### src/rtl/i2c_pkg.sv
package i2c_pkg;
   // register port geometry
   localparam int ADDR_W = 4;
   localparam int DATA_W = 16;

   // register offsets on the plain register port
   localparam logic [3:0] OFS_BUS_CONTROL = 4'h0;
   localparam logic [3:0] OFS_BUS_STATUS = 4'h1;
   localparam logic [3:0] OFS_SLAVE_ADDRESS_MASK = 4'h2;
   localparam logic [3:0] OFS_TX_HOLDING = 4'h3;
   localparam logic [3:0] OFS_RX_HOLDING = 4'h4;
   localparam logic [3:0] OFS_OWN_SLAVE_ADDRESS = 4'h5;

   // writable bits and reset values
   localparam logic [15:0] CTRL_WMASK = 16'h04BF;
   localparam logic [15:0] MASK_WMASK = 16'h03FF;
   localparam logic [15:0] OWN_WMASK = 16'h03FF;
   localparam logic [15:0] CTRL_RESET = 16'h0000;
   localparam logic [15:0] STATUS_RESET = 16'h0000;
   localparam logic [15:0] MASK_RESET = 16'h0000;
   localparam logic [15:0] OWN_RESET = 16'h0000;

   // address byte patterns
   localparam logic [4:0] TEN_BIT_PREFIX = 5'h1E;
   localparam logic [7:0] GENERAL_CALL_ADDR = 8'h00;

   // timing: one scl bit is four quarter phases
   localparam int CLK_PERIOD_NS = 20;
   localparam int SCL_BIT_NS = 10000;
   localparam int QUARTER_CYCLES = SCL_BIT_NS / (4 * CLK_PERIOD_NS);

   // control register layout
   typedef struct packed {
      logic [4:0] rsv15_11;
      logic ten_bit_slave_mode;
      logic [1:0] rsv9_8;
      logic general_call_enable;
      logic rsv6;
      logic ack_value_select;
      logic ack_sequence_trigger;
      logic master_receive_trigger;
      logic stop_trigger;
      logic restart_trigger;
      logic start_trigger;
   } ctrl_t;

   // status register layout
   typedef struct packed {
      logic ack_received_status;
      logic master_tx_active;
      logic [2:0] rsv13_11;
      logic bus_collision_flag;
      logic general_call_seen;
      logic ten_bit_match_flag;
      logic tx_write_collision;
      logic rx_overflow_flag;
      logic data_not_address;
      logic stop_seen;
      logic start_seen;
      logic read_not_write;
      logic rx_buffer_full;
      logic tx_buffer_full;
   } status_t;

   // master sequencer states
   typedef enum logic [6:0] {
      M_IDLE = 7'b0000001,
      M_START = 7'b0000010,
      M_RESTART = 7'b0000100,
      M_STOP = 7'b0001000,
      M_TX = 7'b0010000,
      M_RX = 7'b0100000,
      M_ACK = 7'b1000000
   } mstate_t;

   // slave receive and transmit states
   typedef enum logic [4:0] {
      S_IDLE = 5'b00001,
      S_ADDR1 = 5'b00010,
      S_ADDR2 = 5'b00100,
      S_RX = 5'b01000,
      S_TX = 5'b10000
   } sstate_t;
endpackage : i2c_pkg

### src/rtl/i2c_master_slave_status_ctrl.sv
// Notes on behaviour
// - acknowledge sequence sends NACK when ack value is one, ACK when zero
// - ack trigger runs one acknowledge bit; hardware clears it at the end
// - receive trigger clocks in one byte; cleared after the eighth bit
// - stop trigger makes a stop condition; cleared when it completes
// - restart trigger makes a repeated start; cleared when it completes
// - start trigger makes a start condition; cleared when it completes
// - ack received status takes the slave acknowledge bit in master transmit
// - transmit active set when master byte starts, cleared after slave ack
// - bus collision during master start or transmit sets a sticky flag
// - general call seen set on general call address, cleared at stop
// - ten bit match set on matching second address byte, cleared at stop
// - transmit write while busy is dropped and sets write collision
// - byte completing while receive buffer full sets overflow
// - data flag cleared on address match, set on data byte received as slave
// - start and stop seen flags show which condition came last
// - slave records read or write direction from address byte
// - receive full set on buffer load, cleared by software read
// - transmit full set by software write, cleared when data sent
// - mask bit one makes that address bit a don't care
// - receiver is double buffered and pulses an event on each load
// - mode bit selects ten or seven bit own address compare
// - general call pulses an event when enabled, ignored when disabled
`timescale 1ns/1ps
`default_nettype none
module i2c_master_slave_status_ctrl #(
   parameter int QUARTER_CYCLES = i2c_pkg::QUARTER_CYCLES
) (
   input wire logic ref_clk,
   input wire logic rst,
   input wire logic [i2c_pkg::ADDR_W-1:0] addr,
   input wire logic [i2c_pkg::DATA_W-1:0] wdata,
   input wire logic wr,
   input wire logic rd,
   output logic [i2c_pkg::DATA_W-1:0] rdata,
   input wire logic serial_clock_line_i,
   output logic serial_clock_line_o,
   output logic serial_clock_line_oe_n,
   input wire logic serial_data_line_i,
   output logic serial_data_line_o,
   output logic serial_data_line_oe_n,
   output logic rx_event,
   output logic general_call_event
);
   import i2c_pkg::*;

   ctrl_t ctrl;
   ctrl_t next_ctrl;
   status_t st;
   status_t next_st;
   status_t wst;
   logic [15:0] address_bit_mask;
   logic [15:0] own_slave_address;
   logic [7:0] tx_holding_register;
   logic [7:0] rx_holding_register;
   mstate_t mstate;
   sstate_t sstate;
   logic [1:0] q;
   logic [3:0] mbit;
   logic [7:0] mshift;
   logic [7:0] mrx;
   logic owns;
   logic [15:0] tick_cnt;
   logic [7:0] rx_shift_register;
   logic [7:0] s_tx;
   logic [3:0] s_cnt;
   logic s_ack;
   logic s_sda_low;

   ////////////////////////////////////////////////////////////////////////////
   // line synchronisers, one per bus wire
   logic [1:0] line_raw;
   logic [1:0] line_lvl;
   logic [1:0] line_rise;
   logic [1:0] line_fall;
   assign line_raw = {serial_data_line_i, serial_clock_line_i};

   genvar gi;
   generate
      for (gi = 0; gi < 2; gi++) begin : g_sync
         line_sync u_sync (
            .ref_clk(ref_clk),
            .rst(rst),
            .raw(line_raw[gi]),
            .level(line_lvl[gi]),
            .rise(line_rise[gi]),
            .fall(line_fall[gi])
         );
      end
   endgenerate

   wire scl_s = line_lvl[0];
   wire scl_rise = line_rise[0];
   wire scl_fall = line_fall[0];
   wire sda_s = line_lvl[1];
   wire start_det = line_fall[1] & scl_s;
   wire stop_det = line_rise[1] & scl_s;

   ////////////////////////////////////////////////////////////////////////////
   // register port decode
   wire wr_ctrl = wr & (addr == OFS_BUS_CONTROL);
   wire wr_stat = wr & (addr == OFS_BUS_STATUS);
   wire wr_mask = wr & (addr == OFS_SLAVE_ADDRESS_MASK);
   wire wr_tx = wr & (addr == OFS_TX_HOLDING);
   wire wr_own = wr & (addr == OFS_OWN_SLAVE_ADDRESS);
   wire rd_rx = rd & (addr == OFS_RX_HOLDING);
   assign wst = status_t'(wdata);

   // unmapped offsets read as zero
   wire [15:0] rd_mux = (addr == OFS_BUS_CONTROL) ? 16'(ctrl) :
                        (addr == OFS_BUS_STATUS) ? 16'(st) :
                        (addr == OFS_SLAVE_ADDRESS_MASK) ? address_bit_mask :
                        (addr == OFS_TX_HOLDING) ? {8'h00, tx_holding_register} :
                        (addr == OFS_RX_HOLDING) ? {8'h00, rx_holding_register} :
                        (addr == OFS_OWN_SLAVE_ADDRESS) ? own_slave_address : 16'h0000;

   ////////////////////////////////////////////////////////////////////////////
   // quarter-bit enable from the clock divider
   wire tick = (tick_cnt == 16'(QUARTER_CYCLES - 1));

   always_ff @(posedge ref_clk) begin
      if (rst || tick) begin
         tick_cnt <= 16'h0000;
      end else begin
         tick_cnt <= tick_cnt + 16'h0001;
      end
   end

   ////////////////////////////////////////////////////////////////////////////
   // master sequencer decode
   wire st_idle = (mstate == M_IDLE);
   wire st_start = (mstate == M_START);
   wire st_restart = (mstate == M_RESTART);
   wire st_stop = (mstate == M_STOP);
   wire st_tx = (mstate == M_TX);
   wire st_rx = (mstate == M_RX);
   wire st_ack = (mstate == M_ACK);
   wire st_bit = st_tx | st_rx | st_ack;
   wire any_trig = ctrl.start_trigger | ctrl.restart_trigger | ctrl.stop_trigger |
                   ctrl.master_receive_trigger | ctrl.ack_sequence_trigger;
   wire m_go_tx = st_idle & owns & st.tx_buffer_full & ~any_trig;

   // slave may stretch scl: the high phase waits until the wire is seen high
   wire m_adv = tick & ~st_idle & (~st_bit | (q != 2'd2) | scl_s);
   wire m_sample = m_adv & st_bit & (q == 2'd2);
   wire last_q = (st_start | st_stop) ? (q == 2'd2) : (q == 2'd3);
   wire bit_last = st_tx ? (mbit == 4'd8) : (st_rx ? (mbit == 4'd7) : 1'b1);
   wire m_done = m_adv & last_q & bit_last;
   wire tx_data_bit = (mbit < 4'd8);
   wire m_coll = (m_sample & st_tx & tx_data_bit & mshift[7] & ~sda_s) |
                 (m_adv & st_start & (q == 2'd0) & ~(sda_s & scl_s));

   // line drive, one term per sequence
   wire m_scl_low = (st_idle & owns) | (st_start & (q == 2'd2)) |
                    ((st_restart | st_bit) & ((q == 2'd0) | (q == 2'd3))) |
                    (st_stop & (q == 2'd0));
   wire m_sda_low = (st_start & (q != 2'd0)) |
                    (st_restart & q[1]) |
                    (st_stop & ~q[1]) |
                    (st_tx & tx_data_bit & ~mshift[7]) |
                    (st_ack & ~ctrl.ack_value_select);

   // master state, bit and shift registers
   always_ff @(posedge ref_clk) begin
      if (rst) begin
         mstate <= M_IDLE;
         q <= 2'd0;
         mbit <= 4'd0;
         mshift <= 8'h00;
         mrx <= 8'h00;
         owns <= 1'b0;
      end else if (m_coll) begin
         // losing arbitration drops the bus at once
         mstate <= M_IDLE;
         q <= 2'd0;
         mbit <= 4'd0;
         owns <= 1'b0;
      end else if (st_idle) begin
         q <= 2'd0;
         mbit <= 4'd0;
         if (ctrl.start_trigger) begin
            mstate <= M_START;
         end else if (ctrl.restart_trigger) begin
            mstate <= M_RESTART;
         end else if (ctrl.stop_trigger) begin
            mstate <= M_STOP;
         end else if (ctrl.master_receive_trigger) begin
            mstate <= M_RX;
         end else if (ctrl.ack_sequence_trigger) begin
            mstate <= M_ACK;
         end else if (m_go_tx) begin
            mstate <= M_TX;
            mshift <= tx_holding_register;
         end
      end else if (m_adv) begin
         if (m_sample && st_rx) begin
            mrx <= {mrx[6:0], sda_s};
         end
         if (!last_q) begin
            q <= q + 2'd1;
         end else if (bit_last) begin
            q <= 2'd0;
            mstate <= M_IDLE;
            owns <= (st_start | st_restart) ? 1'b1 : (st_stop ? 1'b0 : owns);
         end else begin
            q <= 2'd0;
            mbit <= mbit + 4'd1;
            mshift <= {mshift[6:0], 1'b0};
         end
      end
   end

   ////////////////////////////////////////////////////////////////////////////
   // slave address compare; masked positions never mismatch
   wire [7:0] s_byte = {rx_shift_register[6:0], sda_s};
   wire s_on = (sstate != S_IDLE) & ~owns;
   wire s_byte_end = s_on & scl_rise & (s_cnt == 4'd7);
   wire gc_hit = ctrl.general_call_enable & (s_byte == GENERAL_CALL_ADDR);
   wire m7 = ~ctrl.ten_bit_slave_mode &
             (((s_byte[7:1] ^ own_slave_address[6:0]) & ~address_bit_mask[6:0]) == 7'h00);
   wire hi10 = ctrl.ten_bit_slave_mode & (s_byte[7:3] == TEN_BIT_PREFIX) &
               (((s_byte[2:1] ^ own_slave_address[9:8]) & ~address_bit_mask[9:8]) == 2'b00);
   wire lo10 = (((s_byte ^ own_slave_address[7:0]) & ~address_bit_mask[7:0]) == 8'h00);
   wire a_rd = (m7 & s_byte[0]) | (hi10 & s_byte[0] & st.ten_bit_match_flag);
   wire a_wr = gc_hit | (m7 & ~s_byte[0]) | (hi10 & ~s_byte[0]);
   wire in_a1 = (sstate == S_ADDR1);
   wire in_a2 = (sstate == S_ADDR2);
   wire in_srx = (sstate == S_RX);
   wire in_stx = (sstate == S_TX);
   wire s_match = s_byte_end & ((in_a1 & (a_rd | a_wr)) | (in_a2 & lo10));
   wire s_gc_ev = s_byte_end & in_a1 & gc_hit;
   wire s_ten_bit_match_flag_ev = s_byte_end & in_a2 & lo10;
   wire s_data_ev = s_byte_end & in_srx;
   wire s_tx_sent = s_byte_end & in_stx;
   wire [2:0] s_idx = 3'd7 - s_cnt[2:0];

   // slave bit engine on synchronised scl edges
   always_ff @(posedge ref_clk) begin
      if (rst) begin
         sstate <= S_IDLE;
         s_cnt <= 4'd0;
         rx_shift_register <= 8'h00;
         s_tx <= 8'h00;
         s_ack <= 1'b0;
         s_sda_low <= 1'b0;
      end else if (start_det) begin
         sstate <= S_ADDR1;
         s_cnt <= 4'd0;
         s_sda_low <= 1'b0;
      end else if (stop_det || !s_on) begin
         sstate <= stop_det ? S_IDLE : sstate;
         s_sda_low <= 1'b0;
      end else if (scl_rise) begin
         if (s_cnt == 4'd8) begin
            // ack slot: a master nack ends a slave read
            s_cnt <= 4'd0;
            s_ack <= 1'b0;
            if (in_stx && sda_s) begin
               sstate <= S_IDLE;
            end else if (in_stx) begin
               s_tx <= tx_holding_register;
            end
         end else begin
            rx_shift_register <= s_byte;
            s_cnt <= s_cnt + 4'd1;
         end
         if (s_byte_end) begin
            s_ack <= s_match | in_srx;
            if (in_a1 && a_rd) begin
               sstate <= S_TX;
               s_tx <= tx_holding_register;
            end else if (in_a1 && hi10 && !s_byte[0]) begin
               sstate <= S_ADDR2;
            end else if ((in_a1 && a_wr) || (in_a2 && lo10)) begin
               sstate <= S_RX;
            end else if (!in_srx && !in_stx) begin
               sstate <= S_IDLE;
            end
         end
      end else if (scl_fall) begin
         // change sda only while scl is low
         s_sda_low <= (in_stx && s_cnt < 4'd8) ? ~s_tx[s_idx] : ((s_cnt == 4'd8) & s_ack);
      end
   end

   ////////////////////////////////////////////////////////////////////////////
   // receive buffer load, shared by master receive and slave
   wire m_rx_load = m_done & st_rx;
   wire rx_load = m_rx_load | s_match | s_data_ev;
   wire [7:0] rx_data = m_rx_load ? mrx : s_byte;
   wire rx_ok = rx_load & ~st.rx_buffer_full;
   wire tx_busy = ~st_idle | st.tx_buffer_full;
   wire tx_ok = wr_tx & ~tx_busy;

   // hardware clears triggers at the end of their own sequence
   always_comb begin
      next_ctrl = wr_ctrl ? ctrl_t'(wdata & CTRL_WMASK) : ctrl;
      if (m_coll) begin
         next_ctrl.start_trigger = 1'b0;
         next_ctrl.restart_trigger = 1'b0;
         next_ctrl.stop_trigger = 1'b0;
         next_ctrl.master_receive_trigger = 1'b0;
         next_ctrl.ack_sequence_trigger = 1'b0;
      end
      if (m_done && st_start) next_ctrl.start_trigger = 1'b0;
      if (m_done && st_restart) next_ctrl.restart_trigger = 1'b0;
      if (m_done && st_stop) next_ctrl.stop_trigger = 1'b0;
      if (m_done && st_rx) next_ctrl.master_receive_trigger = 1'b0;
      if (m_done && st_ack) next_ctrl.ack_sequence_trigger = 1'b0;
   end

   // status flags; hardware sets win over a same-cycle software clear
   always_comb begin
      next_st = st;
      next_st.rsv13_11 = 3'b000;
      if (m_sample && st_tx && !tx_data_bit) next_st.ack_received_status = sda_s;
      next_st.master_tx_active = (st_idle & m_go_tx) |
                                 (st.master_tx_active & ~(m_done & st_tx) & ~m_coll);
      next_st.bus_collision_flag = m_coll |
         (st.bus_collision_flag & ~(wr_stat & ~wst.bus_collision_flag));
      next_st.general_call_seen = s_gc_ev | (st.general_call_seen & ~stop_det);
      next_st.ten_bit_match_flag = s_ten_bit_match_flag_ev | (st.ten_bit_match_flag & ~stop_det);
      next_st.tx_write_collision = (wr_tx & tx_busy) |
         (st.tx_write_collision & ~(wr_stat & ~wst.tx_write_collision));
      next_st.rx_overflow_flag = (rx_load & st.rx_buffer_full) |
         (st.rx_overflow_flag & ~(wr_stat & ~wst.rx_overflow_flag));
      if (s_match) next_st.data_not_address = 1'b0;
      if (s_data_ev) next_st.data_not_address = 1'b1;
      if (start_det) begin
         next_st.start_seen = 1'b1;
         next_st.stop_seen = 1'b0;
      end else if (stop_det) begin
         next_st.start_seen = 1'b0;
         next_st.stop_seen = 1'b1;
      end
      if (s_match) next_st.read_not_write = in_a1 & a_rd;
      next_st.rx_buffer_full = rx_ok | (st.rx_buffer_full & ~rd_rx);
      next_st.tx_buffer_full = tx_ok |
         (st.tx_buffer_full & ~((m_done & st_tx) | s_tx_sent | m_coll));
   end

   ////////////////////////////////////////////////////////////////////////////
   // register storage
   always_ff @(posedge ref_clk) begin
      if (rst) begin
         ctrl <= ctrl_t'(CTRL_RESET);
         st <= status_t'(STATUS_RESET);
         address_bit_mask <= MASK_RESET;
         own_slave_address <= OWN_RESET;
         tx_holding_register <= 8'h00;
         rx_holding_register <= 8'h00;
      end else begin
         ctrl <= next_ctrl;
         st <= next_st;
         if (wr_mask) address_bit_mask <= wdata & MASK_WMASK;
         if (wr_own) own_slave_address <= wdata & OWN_WMASK;
         if (tx_ok) tx_holding_register <= wdata[7:0];
         if (rx_ok) rx_holding_register <= rx_data;
      end
   end

   ////////////////////////////////////////////////////////////////////////////
   // registered outputs; open-drain pins only ever pull low
   always_ff @(posedge ref_clk) begin
      if (rst) begin
         rdata <= 16'h0000;
         serial_clock_line_o <= 1'b0;
         serial_clock_line_oe_n <= 1'b1;
         serial_data_line_o <= 1'b0;
         serial_data_line_oe_n <= 1'b1;
         rx_event <= 1'b0;
         general_call_event <= 1'b0;
      end else begin
         rdata <= rd ? rd_mux : 16'h0000;
         serial_clock_line_o <= 1'b0;
         serial_clock_line_oe_n <= ~m_scl_low;
         serial_data_line_o <= 1'b0;
         serial_data_line_oe_n <= ~(m_sda_low | s_sda_low);
         rx_event <= rx_load;
         general_call_event <= s_gc_ev;
      end
   end
endmodule : i2c_master_slave_status_ctrl
`default_nettype wire

### src/rtl/line_sync.sv
`timescale 1ns/1ps
`default_nettype none
module line_sync (
   input wire logic ref_clk,
   input wire logic rst,
   input wire logic raw,
   output logic level,
   output logic rise,
   output logic fall
);
   logic meta;
   logic stable;
   logic prev;

   // two flops before use; idle bus level is high
   always_ff @(posedge ref_clk) begin
      if (rst) begin
         meta <= 1'b1;
         stable <= 1'b1;
         prev <= 1'b1;
      end else begin
         meta <= raw;
         stable <= meta;
         prev <= stable;
      end
   end

   // edges only look at the settled copies
   assign level = stable;
   assign rise = stable & ~prev;
   assign fall = ~stable & prev;
endmodule : line_sync
`default_nettype wire

### config.mk
export PLATFORM = sky130hd
export DESIGN_NAME = i2c_master_slave_status_ctrl
export DESIGN_NICKNAME = d
export VERILOG_FILES = /design/src/rtl/i2c_pkg.sv /design/src/rtl/i2c_master_slave_status_ctrl.sv /design/src/rtl/line_sync.sv
export SDC_FILE = /design/constraint.sdc
export NUM_CORES = 1
export LEC_CHECK = 0
export CAP_MARGIN = 10
export CORE_MARGIN = 2
export CORE_UTILIZATION = 60
export CTS_CLUSTER_DIAMETER = 200
export DETAILED_ROUTE_END_ITERATION = 12
export DONT_BUFFER_PORTS = 1
export PLACE_DENSITY = 0.76
export SYNTH_ARGS = -nofsm -noshare
export SYNTH_HDL_FRONTEND = slang
export SYNTH_HIERARCHICAL = 1
export SYNTH_SLANG_ARGS = --single-unit
### constraint.sdc
create_clock -name ref_clk -period 2.7 [get_ports ref_clk]
set_clock_uncertainty 0.05 [all_clocks]
set_input_delay 0.54 -clock ref_clk [delete_from_list [all_inputs] [get_ports ref_clk]]
set_output_delay 0.54 -clock ref_clk [all_outputs]
set_load 0.02 [all_outputs]
# == After elaboration in Yosys (flattened, before gate mapping) ==
# Cells that the tools add are included.
# word_totals
inputBits,26
latchBits,0
output_inout_bits,22
mem_bits_rw,0
word_cells,382
ff_bits,158
n_memories,0
romBits,0
# op_classes
n_addsub,5
magnitude_cmp,3
n_div,0
n_eq_ne,36
multipliers,0
n_bitwise,164
shift,0
n_reduce_logical,63
n_mux,59
# op_table
operator,n
8-bit 2-to-1 mux,16
1-bit AND,80
7-bit 2-to-1 mux,10
5-bit 2-to-1 mux,10
10-bit 2-to-1 mux,4
1-bit bitwise OR,40
1-bit inverter,35
3-bit OR reduction,8
2-bit nonzero test,9
"16-bit by 1-bit adder with 16-bit output, second input constant",1
"16-bit by 7-bit equality test with 1-bit output, second input constant",1
"4-bit by 3-bit equality test with 1-bit output, second input constant",4
1-bit logical AND,16
8-bit logical NOT,2
16-bit 2-to-1 mux,1
"2-bit != test, second input constant",8
4-bit AND reduction,4
1-bit 2-to-1 mux,13
11-bit 2-to-1 mux,1
"5-bit equality test, second input constant",2
10-bit AND reduction,1
"4-bit by 1-bit adder with 4-bit output, second input constant",2
8-bit AND,1
"4-bit by 2-bit equality test with 1-bit output, second input constant",2
42 further kinds,59

# == Depth between registers and ports, before layout ==
# Gate-level depths: netlist (run 1).
# depth
ltp_word,18
ltp_mapped,10
ltp_nobuf,9

# == Hierarchy ==
# The synthesis (run 1) kept the hierarchy.
# modules_own_cells
module,instances,area_each_um2,seq_area_each_um2,cells_each
i2c_master_slave_status_ctrl,1,7085.5,2922.8,806
line_sync,2,92.6,60.1,8

# == Worst setup path after synthesis (run 1) ==
# OpenSTA, ideal clock, no wires.
# synth_timing
path_kind,register to register
start,register g_sync[0].u_sync.stable
end,register rx_holding_register[3]
setup_time_ns,0.059
n_path_buf,2
synth_period_minus_slack_ns,2.139
arrival_time_ns,2.029
t_required_ns,2.591
path_slack_ns,0.561
path_stages_with_launch,9
path_cell_list,dfxtp_1 -> nor2b_1 -> nand4b_1 -> nand2b_1 -> clkbuf_1 -> a41o_1 -> buf_6 -> a2111oi_1 -> a31o_1
# synth_via
word_cells_on_any_way,14
classes_between,mux (1); bitwise (13)
# synth_lines
item,line_no,source
"start, declared",line_sync.sv:12,logic stable;
"start signal, assigned",line_sync.sv:23,stable <= meta;
1-bit AND (*),line_sync.sv:30,assign rise = stable & ~prev;
net line_rise[0],i2c_master_slave_status_ctrl.sv:74,logic [1:0] line_rise;
1-bit AND (*) (2 in a row),i2c_master_slave_status_ctrl.sv:217,wire s_byte_end = s_on & scl_rise & (s_cnt == 4'd7);
1-bit AND,i2c_master_slave_status_ctrl.sv:230,wire s_match = s_byte_end & ((in_a1 & (a_rd | a_wr)) | (in_a2 & lo10));
1-bit bitwise OR,i2c_master_slave_status_ctrl.sv:289,wire rx_load = m_rx_load | s_match | s_data_ev;
1-bit bitwise OR (*),i2c_master_slave_status_ctrl.sv:289,
1-bit AND (*),i2c_master_slave_status_ctrl.sv:291,wire rx_ok = rx_load & ~st.rx_buffer_full;
"end signal, assigned",i2c_master_slave_status_ctrl.sv:358,if (rx_ok) rx_holding_register <= rx_data;
"end, declared",i2c_master_slave_status_ctrl.sv:55,logic [7:0] rx_holding_register;
# Mark *: on every way through the listed nets, which the timed path passes. The rest lies on a longest branch.
# A chain may end at the register's enable or synchronous reset.

# == Worst setup path after layout (run 1) ==
# layout_timing
start,register rx_shift_register[1]
end,register rx_holding_register[4]
# layout_via
elab_chain_len,14
word_cells_on_any_way,29
classes_between,bitwise (25); reduce/logical (4)
# layout_lines
item,line_no,source
"start, declared",i2c_master_slave_status_ctrl.sv:64,logic [7:0] rx_shift_register;
"start signal, assigned",i2c_master_slave_status_ctrl.sv:264,rx_shift_register <= s_byte;
7-bit XOR or 2-bit XOR (tied branches),"i2c_master_slave_status_ctrl.sv:220, i2c_master_slave_status_ctrl.sv:222",
7-bit AND or 2-bit AND (tied branches),"i2c_master_slave_status_ctrl.sv:220, i2c_master_slave_status_ctrl.sv:222",
7-bit logical NOT or 2-bit logical NOT (tied branches),"i2c_master_slave_status_ctrl.sv:220, i2c_master_slave_status_ctrl.sv:222",
1-bit AND (on tied branches),"i2c_master_slave_status_ctrl.sv:219, i2c_master_slave_status_ctrl.sv:221",
1-bit AND (on tied branches),"i2c_master_slave_status_ctrl.sv:225, i2c_master_slave_status_ctrl.sv:224",
1-bit bitwise OR or 1-bit AND (tied branches),"i2c_master_slave_status_ctrl.sv:225, i2c_master_slave_status_ctrl.sv:224",
1-bit bitwise OR (on tied branches),"i2c_master_slave_status_ctrl.sv:225, i2c_master_slave_status_ctrl.sv:224",
1-bit bitwise OR,i2c_master_slave_status_ctrl.sv:230,
1-bit AND,i2c_master_slave_status_ctrl.sv:230,
1-bit bitwise OR (*),i2c_master_slave_status_ctrl.sv:230,
1-bit AND (*),i2c_master_slave_status_ctrl.sv:230,
1-bit bitwise OR (*) (2 in a row),i2c_master_slave_status_ctrl.sv:289,
1-bit AND (*),i2c_master_slave_status_ctrl.sv:291,
# Mark *: on every way between the ends. The rest lies on a longest branch, timed or not.

==> results of run 1 <==
-- stage by stage --
stage / area, µm² / setup WS [ns] / hold slack [ns] / total power, mW / instances
after floorplan: 7290 / 0.561 / 0.333 / 2.49 / 826
after CTS: 7960 / 0.0673 / 0.128 / 4.88 / 974
final: 8030 / 0.130 / 0.152 / 4.87 / 978
after detailed placement: 7360 / 0.0884 / 0.339 / 2.52 / 943
after global placement: 7360 / 0.147 / 0.336 / 2.51 / 943
after global routing: 8030 / 0.0186 / 0.126 / 5.00 / 978
-- area by class of cell --
cell class                      instances  area (µm²)  area share, %
Tap cell                              147         184           2.29
Sequential cell                       152        3050           37.9
Inverter                               12        45.0          0.561
Timing Repair Buffer                   23         185           2.31
Multi-Input combinational cell        613        3970           49.5
Clock inverter                         12         153           1.90
Clock buffer                           19         443           5.52
-- routing by layer --
metal / wire length (µm) / track usage, % / up-vias
li1: - / - / 2947
met1: 8450 / 41.2 / 3011
met2: 9440 / 49.7 / 259
met3: 1260 / 6.30 / 42
met4: 472 / 10.7 / 0
met5: 0 / 0 / -
-- what timing repair did --
action	in CTS	in global routing
setup endpoints to repair	0	9
hold endpoints to repair	0	0
resized for setup	0	7
buffers inserted	0	4
-- cells in the mapped netlist, types with 3 or more instances --
cell type  number  area [µm²]
nand2b_1        5        31.3
nor2_1         94         353
a211oi_1        4        30.0
o21ai_0        26         130
a2111oi_1       8        80.1
and2_1          5        31.3
nand3_1        20         100
nor2b_1        13        81.3
or3_1           3        18.8
a21oi_1        73         365
and4b_1         5        50.1
and3_1         12        75.1
mux2i_1        47         470
o2111ai_1       3        26.3
a22oi_1        22         165
xnor2_1        24         210
a311oi_1        6        52.6
nor4b_1         5        43.8
ha_1            8         100
inv_1          11        41.3
buf_6           7        78.8
nand4_1         6        37.5
dfxtp_1       152        3040
nand2_1        97         364
buf_2           8        40.0
clkbuf_1       27         101
or2_1           6        37.5
nand3b_1        7        52.6
nor3_1         10        50.1
a21o_1          3        22.5
nor3b_1         5        37.5
nor4_1          8        50.1
buf_4           6        45.0
o22ai_1         6        37.5
xor2_1         12         105
a31o_1          8        70.1
o211ai_1        3        22.5
nor4_2          3        37.5
-- flip-flops by register name (all words and copies together) (netlist names), 4 cells and up --
register / flops
tx_holding_register: 8
sstate: 5
s_cnt: 4
mshift: 8
mbit: 4
own_slave_address: 10
tick_cnt: 16
address_bit_mask: 10
mstate: 7
rx_holding_register: 8
ctrl: 8
rdata: 13
st: 13
mrx: 8
rx_shift_register: 7
s_tx: 8
-- where the power goes --
group          leakage [nW]  total, mW  internal (mW)  switching [mW]
Sequential             1.23       2.30           2.26          0.0311
Clock                 0.281       2.40           1.47           0.928
Combinational          1.43      0.180         0.0640           0.116
-- path summary, 6_finish.rpt --
check	startpoint	to	slack (ns)	cells after the start
min	rst	sstate[1]	0.15	1
max	rx_shift_register[1]	rx_holding_register[4]	0.13	8
min reg2reg	g_sync[0].u_sync/meta	g_sync[0].u_sync/level	0.35	1
max reg2reg	rx_shift_register[1]	rx_holding_register[4]	0.13	8
-- logic make-up (layout without fill, tap and decap cells) --
family,after synthesis,after routing
and+or+nand+nor,323,323
AOI/OAI and AO/OA,190,190
DFF,152,152
buffers and inverters,61,66
muxes,51,51
xor gates and xnor gates,36,36
adders and majority gates,8,8
other,1,5
==> metrics.yaml, run 1 <==
status: "finished clean"
antenna_found_initial: 0
h-tree-depth: 4
start_util_pct: 61.0
area_growth_pct: 10.4
power_leakage_nw: 2.94
cts.path.max_buffers: 2
yosys_warnings: 6
ios: 48
fp.coreArea_um2: 11900
utilization_pct: 67.4
critPathBufInv: 1
synth_fa_ha_area_share_pct: 1.38
final_max_slew_viol_count: 0
nets: 853
cp-end-kind: "register"
worstSkewPairLatency_ns: 0.42
grt_pass1_vias: 5851
layout-drive-gt1-share_pct: 11.0
drtAntennaViolNets: 0
relSlewSlack_pct: 53.8
critical_path_required_ns: 2.97
cts_buffers: 17
track_usage_pct: 30.7
worstPathMaxFanout: 11
crit_slowest_cell: "dfxtp_1"
ys_seq_area_share_pct: 41.9
via_count: 6259
yosys.area_share.xor_xnor_pct: 4.34
synth_edf_count: 0
synth_cells: 822
crit_chain: "xnor2_1 -> nor2_1 -> nor4bb_2 -> buf_4 -> o211ai_2 -> a41o_1 -> a21o_1 -> a31o_1"
wire_per_inst_um: 20.1
overflow: 0
die_area_um2: 13000
routed_wl_um: 19600
synth-simple-area-share_pct: 23.0
antenna_cells: 0
routed_via_density: 6.40
fin_crit_sh_pct: 95.2
worstPathArrival_ns: 2.84
drv_cap: 0
ys_types: 81
synth_compound_area_share_pct: 17.7
ys_ff_latch: 152
drtIter0Drc: 704
drtPass1Iterations: 6
power.density_nw_per_um2: 607
layout_commonest_cell: "dfxtp_1"
gp_congestion: 0.968
final.setup.tns_ns: 0
grt_first_pass_wirelength_um: 30900
hold_viol: 0
ir_worst_vdd_uv: 507
final_cell_mix: "150 x dfxtp_1, 97 x nand2_1, 94 x nor2_1"
fill_cells: 975
async_reset_ff_share_pct: 0
num_rows: 40
rsz0062_at_grt: "false"
avgSynthCellArea_um2: 8.85
synth_area_um2: 7270
die_w_um: 114
path_clk_slew_ns: 0.06
dp_hpwl_um: 14000
worstMarginPinSlew_ns: 0.675
hold_buffers: 0
grt_max_degree: 95
clock-root-buffer: "clkbuf_16"
die_y_um: 114
path_class: "register to register"
synth_top_family_by_area: "simple AND/OR/NAND/NOR gates"
crit_family: "compound AO/OA/AOI/OAI gates"
port_buffers: 0
drc: 0
cp-start-kind: "register"
period_needed_ns: 2.57
synthMuxAreaShare_pct: 7.43
cts_tree: "yes"
cpPeakStageDelay_ns: 0.53
hold_class: "input port to register"
ys.flop_type: "dfxtp_1"
cts_sinks: 152
setup_violations: 0
max_freq_ghz: 0.389
Power figures use the tool's default switching activity.
==> inputs of run 2 (changes only) <==
--- a/config.mk
+++ b/config.mk
@@ -11,6 +11,7 @@
 export CTS_CLUSTER_DIAMETER = 200
 export DETAILED_ROUTE_END_ITERATION = 12
 export DONT_BUFFER_PORTS = 1
+export GPL_ROUTABILITY_DRIVEN = 0
 export PLACE_DENSITY = 0.76
 export SYNTH_ARGS = -nofsm -noshare
 export SYNTH_HDL_FRONTEND = slang
==> constraint.sdc (replaced) <==
create_clock -name ref_clk -period 3.1 [get_ports ref_clk]
set_clock_uncertainty 0.05 [all_clocks]
set_input_delay 0.62 -clock ref_clk [delete_from_list [all_inputs] [get_ports ref_clk]]
set_output_delay 0.62 -clock ref_clk [all_outputs]
set_load 0.02 [all_outputs]
==> metrics.yaml, run 2 (synthesis gave the netlist of run 1 again) <==
status: "finished clean"
timing.final.ws_setup_ns: 0.428  # +0.298 ns
area_growth_pct: 8.11
period_needed_ns: 2.67  # +0.102 ns
totalPowerFinal_mw: 4.11  # -16%
hold_buffers: 0  # unchanged
final_cells: 966  # -1.2%
cp-startpoint: "mstate[0]"
crit_slowest_cell: "a211oi_4"
drtAntennaViolNets: 0  # unchanged
num_rows: 40  # unchanged
cts_buffers: 17  # unchanged
worstPathArrival_ns: 2.95  # +0.11 ns
ff_latch_area_um2: 3040  # about the same
drtPass1Iterations: 5  # -1
clock-root-buffer: "clkbuf_16"
ir_worst_vdd_uv: 389  # -23%
max_freq_ghz: 0.374  # -3.8%
grt_max_degree: 95  # unchanged
cts.path.max_buffers: 2  # unchanged
hold_class: "input port to register"
place_ws_ns: 0.538  # +0.450 ns
die_area_um2: 13000  # unchanged
path_class: "register to register"
cts_sinks: 152  # unchanged
worstSkewPairLatency_ns: 0.42  # about the same
die_w_um: 114  # unchanged
final_cell_mix: "152 x dfxtp_1, 97 x nand2_1, 94 x nor2_1"
top_regs: "tick_cnt (16), rdata (13), st (13)"
antenna_found_initial: 0  # unchanged
critical_path_required_ns: 3.38  # +0.41 ns
largest_register_ffs: 16  # unchanged
cts-resized-gates: 0  # unchanged
overflow: 0  # unchanged
cts_tree: "yes"
fin_crit_sh_pct: 86.2  # -9.0 points
met2_usage_pct: 46.8  # -2.9 points
worstPathMaxFanout: 16  # +5
min-delay-start: "rst"
rsz0062_at_grt: "false"
crit_chain: "nor2_1 -> nand3_1 -> mux2i_2 -> o21a_1 -> a211oi_4 -> nor2_1 -> a311oi_2"
routed_via_density: 6.38  # -0.31%
drc: 0  # unchanged
port_buffers: 0  # unchanged
final.setup.tns_ns: 0  # unchanged
h-tree-depth: 4  # unchanged
worstMarginPinSlew_ns: 0.724  # +0.0487 ns
power_leakage_nw: 2.87  # -2.6%
layout-drive-gt1-share_pct: 9.04  # -1.9 points
nets: 840  # -1.5%
gr-usage-met3_pct: 6.62  # +0.32 points
post-cts-setup-buffers: 0  # unchanged
drtIter0Drc: 854  # +21%
ios: 48  # unchanged
grt_pass1_vias: 5658  # -3.3%
layout_commonest_cell: "dfxtp_1"
fill_cells: 968  # -0.72%
final_max_slew_viol_count: 0  # unchanged
cp-start-kind: "register"
r2r-start: "mstate[0]"
antenna_cells: 0  # unchanged
path_clk_slew_ns: 0.06  # about the same
dp_hpwl_um: 13400  # -4.5%
busiest_layer: "met2"
track_usage_pct: 29.2  # -1.6 points
drv_cap: 0  # unchanged
via_count: 6163  # -1.5%
hold_viol: 0  # unchanged
crit_top_cell: "nor2_1"
largest-register: "tick_cnt"
routed_wl_um: 18800  # -4.0%
relSlewSlack_pct: 51.6  # -2.2 points
wire_per_inst_um: 19.5  # -2.8%
start_util_pct: 61.0  # unchanged
fp.coreArea_um2: 11900  # unchanged
grt_first_pass_wirelength_um: 29300  # -5.2%
multiInputGateArea_um2: 3950  # -0.69%
setup_violations: 0  # unchanged
gr-usage-met1_pct: 38.7  # -2.5 points
power.density_nw_per_um2: 523  # -14%
cp-end-kind: "register"
dp.cells: 934  # -0.95%
die_y_um: 114  # unchanged
cpPeakStageDelay_ns: 0.59  # +0.06 ns
run 2: cell count changes in the layout (fill, tap and decap cells not counted), sizes merged:
cell	before	now
inv	11	12
clkbuf	19	20
clkinvlp	4	3
bufinv	3	1
clkinv	6	8
buf	23	10
run 2: worst max-delay path, delay by kind of cell (launching register included):
kind               cells  cell delay [ns]
AOI/OAI and AO/OA      3             1.11
and+or+nand+nor        3             0.77
DFF                    1             0.37
muxes                  1             0.28
run 2: path summary, 6_finish.rpt:
check / to / cells past startpoint / slack [ns]
setup reg to reg: mshift[6] / 7 / 0.43
hold reg to reg: g_sync[0].u_sync/level / 1 / 0.35
setup / recovery: mshift[6] / 7 / 0.43
hold / removal: sstate[1] / 1 / 0.23
run 2: layout make-up:
class                           instances  share of cell area (%)
Tap cell                              147                    2.34
Timing Repair Buffer                   10                   0.955
Clock inverter                         12                    1.27
Sequential cell                       152                    38.7
Multi-Input combinational cell        613                    50.2
Inverter                               12                   0.573
Clock buffer                           20                    5.94
run 2: power breakdown:
part | leakage (nW) | switching [mW] | internal, mW
clock network | 0.278 | 0.799 | 1.16
registers | 1.23 | 0.0277 | 1.97
logic | 1.36 | 0.0994 | 0.0527
run 2: metal layers:
layer / up-vias / share of wire (%)
met4: 0 / 2.9
met3: 52 / 8.8
met2: 301 / 47
li1: 2917 / -
met5: - / 0
met1: 2893 / 42
run 2: through the flow:
stage	hold WS [ns]	util, %	area [µm²]
floorplan	0.333	-	7290
global placement	0.339	61.2	7290
detailed placement	0.343	61.2	7290
CTS	0.213	66.0	7860
global route	0.221	66.0	7860
finish	0.230	66.0	7860
